[config.mk]
export PLATFORM = sky130hd
export DESIGN_NAME = lpds_top
export DESIGN_NICKNAME = d
export VERILOG_FILES = /design/src/lpds_pkg.sv /design/src/lpds_lps_gen.sv /design/src/lpds_top.sv
export SDC_FILE = /design/constraint.sdc
export NUM_CORES = 1
export LEC_CHECK = 0
export BUFFER_PORTS_ARGS = -buffer_cell sky130_fd_sc_hd__buf_2
export CAP_MARGIN = 20
export CORE_ASPECT_RATIO = 0.75
export CORE_MARGIN = 4
export CORE_UTILIZATION = 55
export CTS_CLUSTER_SIZE = 12
export DETAILED_ROUTE_END_ITERATION = 10
export PLACE_DENSITY_LB_ADDON = 0.25
export SYNTH_ARGS = -nofsm -noshare
export SYNTH_HDL_FRONTEND = slang
export SYNTH_SLANG_ARGS = --single-unit
[constraint.sdc]
create_clock -name CORE_CLK -period 5.96 [get_ports CORE_CLK]
set_input_delay 0.894 -clock CORE_CLK [delete_from_list [all_inputs] [get_ports CORE_CLK]]
set_output_delay 0.894 -clock CORE_CLK [all_outputs]
set_load 0.05 [all_outputs]
[src/lpds_pkg.sv]
package lpds_pkg;

  // ==========================================================
  // register map
  localparam logic [3:0] LPDS_PSR_ADDR = 4'h0;     // power status register
  localparam logic [3:0] LPDS_LPSCFG_ADDR = 4'h1;  // pulse high/period counts
  localparam int LPDS_SOFT_DOWN_BIT = 0;
  localparam int LPDS_CLK_ACT_BIT = 1;
  localparam int LPDS_CLK_INACT_BIT = 2;
  localparam int LPDS_LINK_INIT_BIT = 3;
  localparam int LPDS_PDPIN_BIT = 4;
  localparam int LPDS_LEGACY_BIT = 5;
  localparam int LPDS_REQ_BIT = 6;
  // pulse configuration word fields
  localparam int LPDS_HIGH_LSB = 0;
  localparam int LPDS_HIGH_MSB = 7;
  localparam int LPDS_PER_LSB = 8;
  localparam int LPDS_PER_MSB = 15;

  // ==========================================================
  // timing
  localparam int LPDS_CLK_MHZ = 25;
  localparam int LPDS_LPS_KHZ = 2000;       // pulse rate, inside 1.0 .. 2.75 MHz
  localparam int LPDS_DUTY_PCT = 25;        // duty, inside 23 .. 28 percent
  localparam logic [7:0] LPDS_LPS_PERIOD =
    8'((LPDS_CLK_MHZ * 1000 + LPDS_LPS_KHZ - 1) / LPDS_LPS_KHZ);
  localparam logic [7:0] LPDS_LPS_HIGH = 8'((LPDS_LPS_PERIOD * LPDS_DUTY_PCT) / 100);
  localparam int LPDS_SYSCLK_NS = 320;      // sampled link clock period
  localparam int LPDS_CLK_NS = 40;
  // no edge for two link periods means the clock is withdrawn
  localparam logic [7:0] LPDS_IDLE_LIMIT = 8'((2 * LPDS_SYSCLK_NS) / LPDS_CLK_NS);
  localparam logic [31:0] LPDS_ZERO = 32'h0000_0000;

  typedef enum logic [1:0] {
    LPDS_ACTIVE = 2'b00,
    LPDS_STOPPING = 2'b01,
    LPDS_DOWN = 2'b11,
    LPDS_WAKING = 2'b10
  } lpds_state_e;

  typedef struct packed {
    logic [3:0] addr;
    logic [31:0] wdata;
    logic wr;
    logic rd;
  } lpds_bus_s;

endpackage : lpds_pkg

[src/lpds_lps_gen.sv]
`timescale 1ns/1ns
module lpds_lps_gen
(
  // clock and reset
  input wire logic clk,
  input wire logic rst_n,
  // control
  input wire logic run,
  input wire logic [7:0] period,
  input wire logic [7:0] high,
  // pulse out
  output logic lps
);
  import lpds_pkg::*;

  logic [7:0] cnt_r;
  logic [7:0] cnt_nxt;
  logic lps_r;
  logic lps_nxt;

  // ==========================================================
  // free-running counter, silent while stopped
  always_comb
  begin
    cnt_nxt = 8'h00;
    lps_nxt = 1'b0;
    if (run)
    begin
      cnt_nxt = (cnt_r + 8'h01 >= period) ? 8'h00 : cnt_r + 8'h01;
      // high on the count being left, so the first pulse after start is full width
      lps_nxt = (cnt_r < high);
    end
  end

  // register state
  always_ff @(posedge clk or negedge rst_n)
  begin
    if (!rst_n)
    begin
      cnt_r <= 8'h00;
      lps_r <= 1'b0;
    end
    else
    begin
      cnt_r <= cnt_nxt;
      lps_r <= lps_nxt;
    end
  end

  assign lps = lps_r;

endmodule : lpds_lps_gen

[src/lpds_top.sv]
`timescale 1ns/1ns
// Overview of operation
// - soft bit or pin requests power-down
// - power-down request stops pulse output
// - clock gone while stopping on request: clear active, init; set inactive
// - inactive flag reads one when down
// - init flag bit 3, forced by legacy
// - pulses 1-2.75 MHz, duty 23-28 percent
module lpds_top
(
  // clock and reset
  input wire logic CORE_CLK,
  input wire logic RST_N,
  // register port
  input wire lpds_pkg::lpds_bus_s BUS,
  output logic [31:0] RDATA,
  // phy side pins
  input wire logic SYSCLK,
  input wire logic POWER_DOWN_PIN,
  input wire logic LEGACY_PHY_SEL,
  input wire logic PHY_LINK_INIT,
  output logic LPS,
  output logic POWERED_DOWN
);
  import lpds_pkg::*;

  // ==========================================================
  // register port decode

  // one strobe aimed at one register index
  function automatic logic bus_hit(logic strobe, logic [3:0] addr, logic [3:0] index);
    bus_hit = strobe && (addr == index);
  endfunction : bus_hit

  // ==========================================================
  // synchronisers
  logic [2:0] sclk_r;
  logic [2:0] sclk_nxt;
  logic [1:0] pin_r;
  logic [1:0] pin_nxt;
  logic [1:0] leg_r;
  logic [1:0] leg_nxt;
  logic [1:0] init_r;
  logic [1:0] init_nxt;
  logic edge_seen;

  // sample outside levels, third stage for edge finding
  always_comb
  begin
    sclk_nxt = {sclk_r[1:0], SYSCLK};
    pin_nxt = {pin_r[0], POWER_DOWN_PIN};
    leg_nxt = {leg_r[0], LEGACY_PHY_SEL};
    init_nxt = {init_r[0], PHY_LINK_INIT};
  end

  always_ff @(posedge CORE_CLK or negedge RST_N)
  begin
    if (!RST_N)
    begin
      sclk_r <= 3'h0;
      pin_r <= 2'h0;
      leg_r <= 2'h0;
      init_r <= 2'h0;
    end
    else
    begin
      sclk_r <= sclk_nxt;
      pin_r <= pin_nxt;
      leg_r <= leg_nxt;
      init_r <= init_nxt;
    end
  end

  assign edge_seen = sclk_r[1] & ~sclk_r[2];

  // ==========================================================
  // power state and flags
  lpds_state_e state_r;
  lpds_state_e state_nxt;
  logic [7:0] idle_r;
  logic [7:0] idle_nxt;
  logic soft_down_r;
  logic soft_down_nxt;
  logic [7:0] per_r;
  logic [7:0] per_nxt;
  logic [7:0] hi_r;
  logic [7:0] hi_nxt;
  logic clk_act_r;
  logic clk_act_nxt;
  logic clk_inact_r;
  logic clk_inact_nxt;
  logic link_init_r;
  logic link_init_nxt;
  logic pdo_r;
  logic pdo_nxt;
  logic req;
  logic run;
  logic [31:0] rd_r;
  logic [31:0] rd_nxt;
  logic wr_status;
  logic wr_config;
  logic rd_status;
  logic rd_config;

  // decoded register strobes
  assign wr_status = bus_hit(BUS.wr, BUS.addr, LPDS_PSR_ADDR);
  assign wr_config = bus_hit(BUS.wr, BUS.addr, LPDS_LPSCFG_ADDR);
  assign rd_status = bus_hit(BUS.rd, BUS.addr, LPDS_PSR_ADDR);
  assign rd_config = bus_hit(BUS.rd, BUS.addr, LPDS_LPSCFG_ADDR);

  // power-down request from software or the pin
  assign req = soft_down_r | pin_r[1];
  assign run = ~req;

  // next-state, clock watchdog, software writes and read data
  always_comb
  begin
    state_nxt = state_r;
    soft_down_nxt = soft_down_r;
    per_nxt = per_r;
    hi_nxt = hi_r;
    // cycles since the last link clock rise, held at the limit
    idle_nxt = edge_seen ? 8'h00 : idle_r;
    if (!edge_seen && idle_r != LPDS_IDLE_LIMIT)
    begin
      idle_nxt = idle_r + 8'h01;
    end
    case (state_r)
      LPDS_ACTIVE:
        if (req) state_nxt = LPDS_STOPPING;
      LPDS_STOPPING:
        if (idle_r == LPDS_IDLE_LIMIT) state_nxt = LPDS_DOWN;
        else if (!req) state_nxt = LPDS_ACTIVE;
      LPDS_DOWN:
        if (!req) state_nxt = LPDS_WAKING;
      LPDS_WAKING:
        if (edge_seen) state_nxt = LPDS_ACTIVE;
        else if (req) state_nxt = LPDS_DOWN;
      default:
        state_nxt = LPDS_ACTIVE;
    endcase
    if (wr_status)
    begin
      soft_down_nxt = BUS.wdata[LPDS_SOFT_DOWN_BIT];
    end
    if (wr_config)
    begin
      hi_nxt = BUS.wdata[LPDS_HIGH_MSB:LPDS_HIGH_LSB];
      per_nxt = BUS.wdata[LPDS_PER_MSB:LPDS_PER_LSB];
    end
    // clock-activity flags follow the state
    clk_act_nxt = (state_nxt == LPDS_ACTIVE) || (state_nxt == LPDS_STOPPING);
    clk_inact_nxt = ~clk_act_nxt;
    link_init_nxt = leg_r[1] | (clk_act_nxt & init_r[1]);
    pdo_nxt = clk_inact_nxt;
    rd_nxt = LPDS_ZERO;
    if (rd_status)
    begin
      rd_nxt[LPDS_SOFT_DOWN_BIT] = soft_down_r;
      rd_nxt[LPDS_CLK_ACT_BIT] = clk_act_r;
      rd_nxt[LPDS_CLK_INACT_BIT] = clk_inact_r;
      rd_nxt[LPDS_LINK_INIT_BIT] = link_init_r;
      rd_nxt[LPDS_PDPIN_BIT] = pin_r[1];
      rd_nxt[LPDS_LEGACY_BIT] = leg_r[1];
      rd_nxt[LPDS_REQ_BIT] = req;
    end
    else if (rd_config)
    begin
      rd_nxt[LPDS_PER_MSB:LPDS_HIGH_LSB] = {per_r, hi_r};
    end
  end

  always_ff @(posedge CORE_CLK or negedge RST_N)
  begin
    if (!RST_N)
    begin
      state_r <= LPDS_ACTIVE;
      idle_r <= 8'h00;
      soft_down_r <= 1'b0;
      per_r <= LPDS_LPS_PERIOD;
      hi_r <= LPDS_LPS_HIGH;
      clk_act_r <= 1'b1;
      clk_inact_r <= 1'b0;
      link_init_r <= 1'b0;
      pdo_r <= 1'b0;
      rd_r <= LPDS_ZERO;
    end
    else
    begin
      state_r <= state_nxt;
      idle_r <= idle_nxt;
      soft_down_r <= soft_down_nxt;
      per_r <= per_nxt;
      hi_r <= hi_nxt;
      clk_act_r <= clk_act_nxt;
      clk_inact_r <= clk_inact_nxt;
      link_init_r <= link_init_nxt;
      pdo_r <= pdo_nxt;
      rd_r <= rd_nxt;
    end
  end

  // ==========================================================
  // pulse generator, output registered inside
  lpds_lps_gen u_lps
  (
    .clk(CORE_CLK),
    .rst_n(RST_N),
    .run(run),
    .period(per_r),
    .high(hi_r),
    .lps(LPS)
  );

  assign RDATA = rd_r;
  assign POWERED_DOWN = pdo_r;

endmodule : lpds_top

==> flow_metrics.env <==
export IMPL_core_sq_mm=0.00504
export IMPL_grt_max_degree=64
export IMPL_n_antenna_cell=0
export IMPL_drt_total_wl_microns=4910
export IMPL_ys_warn_count=0
export IMPL_worstSetupPathType="register to register"
export IMPL_min_to="pin_r[1]"
export IMPL_netlist_instances=246
export IMPL_cpMaxStageDelayCell="dfrtp_1"
export IMPL_fp_dieH_microns=71.3
export IMPL_grt_pass1_vias=1718
export IMPL_p_int_uw=750
export IMPL_num_vias=1787
export IMPL_holdCritStartpoint="pin_r[0]"
export IMPL_via_per_inst=4.78
export IMPL_hold_depth=0
export IMPL_synth_area_top_cells="dfrtp_1, ha_1, mux2_2, dfstp_2, buf_4"
export IMPL_critPathRequiredTime_ns=6.23
export IMPL_die_w_microns=92.4
export IMPL_hpwl_microns=3550
export IMPL_antenna_found_initial=0
export IMPL_hold_viol_final=0
export IMPL_rr_worst_depth=9
export IMPL_vdd_ir_drop_max_uv=185
export IMPL_synthTopCellsByCount="dfrtp_1, nor2_1, ha_1, inv_1, mux2_2"
export IMPL_rr_startpoint="u_lps.cnt_r[0]"
export IMPL_endpoint_kind="register"
export IMPL_dieArea_sq_mm=0.00659
export IMPL_routabilityCongestion=0.756
export IMPL_hold_path_class="register to register"
export IMPL_clockPowerShare_pct=31.2
export IMPL_fin_util_pct=66.5
export IMPL_maxCapViolCount=0
export IMPL_yosysTopAreaCell="dfrtp_1"
export IMPL_cts_buffers=9
export IMPL_synth_edf_count=0
export IMPL_grt_usage_pct=16.7
export IMPL_seqPwrFrac_pct=49.7
export IMPL_wl_per_cell_microns=13.1
export IMPL_timing_clock_skew_ns=0.00593
export IMPL_row_count=22
export IMPL_root_buffer="clkbuf_8"
export IMPL_max_clock_freq_mhz=410
export IMPL_critPathArrivalTime_ns=2.71
export IMPL_ff_latch_area_sq_mm=0.00158
export IMPL_start_util_pct=58.3
export IMPL_cts_tree="done"
export IMPL_crit_path_max_incr_delay_ns=0.44
export IMPL_cts_buffer_depth=2
export IMPL_worstSetupStartpointType="register"
export IMPL_io_buffers=45
export IMPL_cts_setup_buffers=0
export IMPL_cts_resized=0
export IMPL_path_common_cell="ha_1"
export IMPL_synthToLayoutAreaGrowth_pct=14.0
export IMPL_fin_crit_ns=2.44
export IMPL_path_cells="ha_1 > nand3_1 > nor2_1 > xor2_1 > ha_1 > a21o_1 > a2111oi_4 > o31ai_2 > nor2b_1"
export IMPL_grt_pass1_wl_microns=8350
export IMPL_fillerInstances=405
export IMPL_p_per_area_mw_per_mm2=316
export IMPL_syn_cell_area_sq_mm=0.00294
export IMPL_r2r_end="u_lps.cnt_r[5]"
export IMPL_sw_frac_of_total_pct=29.2
export IMPL_status="finished, final reports clean"
export IMPL_post_synth_top_count_cell="dfrtp_1"
export IMPL_tns_ns=0
export IMPL_nets=360
export IMPL_drc=0
export IMPL_drv_slew=0
export IMPL_syn_avg_cell_area_sq_um=11.9
export IMPL_relSlewSlack_pct=49.7
export IMPL_clock_latency_ns=0.34
export IMPL_rsz0062_at_grt="no"
export IMPL_synth_seq_area_share_pct=53.9
export IMPL_dr_pass1_iters=4
export IMPL_setup_viol=0
export IMPL_p_switching_uw=310
export IMPL_p_leak_uw=0.00176
export IMPL_p_comb_share_pct=19.1
export IMPL_post_route_period_util_pct=41.0
export IMPL_cts_sinks=63
export IMPL_drt_iter0_drc=35
export IMPL_h_tree_depth=3
export IMPL_fin_total_pwr_uw=1060
export IMPL_hold_buffers=0
export IMPL_worst_slew_pin_slew_ns=0.755
export IMPL_synth_distinct_cells=37
export IMPL_worstPathMaxFanout=8
export IMPL_r2r_setup_slack_ns=3.52
export IMPL_clk_pin_slew_worst_paths_ns=0.06
export IMPL_yosys_area_top_type_share_pct=48.6
export IMPL_synth_seq_cells=63
export IMPL_layout_drive_gt1_share_pct=29.1
export IMPL_async_flop_share_pct=100
export IMPL_overflow=0
export IMPL_multi_input_area_sq_mm=0.00120
export IMPL_postRouteAntennaNets=0
export IMPL_pin_count=78
export IMPL_synth_ff_type="dfrtp_1"
layer usage:
layer	GRT usage, %	up-vias	wire (microns)
met2	23.0	49	2010
li1	-	896	-
met1	23.6	830	2510
met3	6.61	12	311
met5	0	-	0
met4	6.92	0	86
cells in the final DEF, fill, tap and decap left out, types with 2 or more instances in the layout:
master and count:
dfrtp_1 57, buf_2 45, nor2_1 21, inv_1 18, ha_1 18, mux2_2 17
conb_1 16, clkbuf_8 12, and2_1 11, nand2_1 9, xor2_1 7, nor2b_1 7
mux2i_1 6, a21oi_1 6, dfstp_2 6, nand3_1 5, xnor2_1 5, and3_1 5
nand2b_1 5, o21ai_0 3, and4_1 2, nand4_1 2, a21o_1 2, a211oi_1 2
clkbuf_1 2
flip-flops by register name, summed over array words and instances, names as in the netlist:
| name | flops |
|---|---|
| sclk_r | 3 |
| hi_r | 8 |
| leg_r | 2 |
| init_r | 2 |
| link_init_r | 1 |
| per_r | 8 |
| pin_r | 2 |
| u_lps.cnt_r | 8 |
| soft_down_r | 1 |
| state_r | 1 |
| RDATA | 16 |
| clk_act_r | 1 |
| POWERED_DOWN | 1 |
| u_lps.lps | 1 |
| idle_r | 8 |
critical path: cells and delay by family (launching register included):
| family | cells | cell delay [ns] |
|---|---|---|
| AO/OA/AOI/OAI | 3 | 0.78 |
| XOR/XNOR | 1 | 0.20 |
| adder cells (fa/ha/maj) | 2 | 0.51 |
| flip-flops | 1 | 0.44 |
| AND/OR/NAND/NOR | 3 | 0.44 |
worst max path at each step:
stage / endpoint / depth (start not counted) / start / slack, ns
floorplan: u_lps.cnt_r[2] / 9 / u_lps.cnt_r[0] / 3.82
global placement: u_lps.cnt_r[5] / 9 / u_lps.cnt_r[0] / 3.56
detailed placement: u_lps.cnt_r[5] / 9 / u_lps.cnt_r[0] / 3.50
CTS: u_lps.cnt_r[7] / 9 / u_lps.cnt_r[0] / 3.50
global route: u_lps.cnt_r[3] / 9 / u_lps.cnt_r[0] / 3.27
finish: u_lps.cnt_r[5] / 9 / u_lps.cnt_r[0] / 3.52
logic make-up after synthesis:
family | after synthesis | synth area share [%]
fa+ha+maj | 18 | 7.67
flops | 63 | 53.9
xor+xnor | 12 | 3.58
buf+inv | 38 | 7.24
compound gates | 19 | 5.03
other cells | 1 | 0.128
mux | 23 | 8.56
simple gates | 72 | 13.9
power by group through the flow:
stage	clock, uW	combinational (uW)	sequential, uW
final	330	202	527
after global routing	362	227	536
after floorplan	0	150	536
after detailed placement	0	203	534
after global placement	0	197	531
after CTS	342	205	527
cell type report:
cell class | instances | area share [%]
multi-input combinational | 160 | 35.7
tap | 72 | 2.69
clock buffer | 14 | 5.16
inverter | 18 | 2.02
sequential | 63 | 47.3
timing repair buffer | 46 | 6.95
clock inverter | 1 | 0.149
through the flow:
stage	std cells	area [sq um]	setup WS [ns]	hold slack (ns)
global placement	359	3170	3.56	0.332
global route	374	3350	3.27	0.357
CTS	374	3350	3.50	0.352
floorplan	261	2990	3.82	0.331
finish	374	3350	3.52	0.349
detailed placement	359	3170	3.50	0.339
No activity file was read; power rests on OpenSTA's default activity.
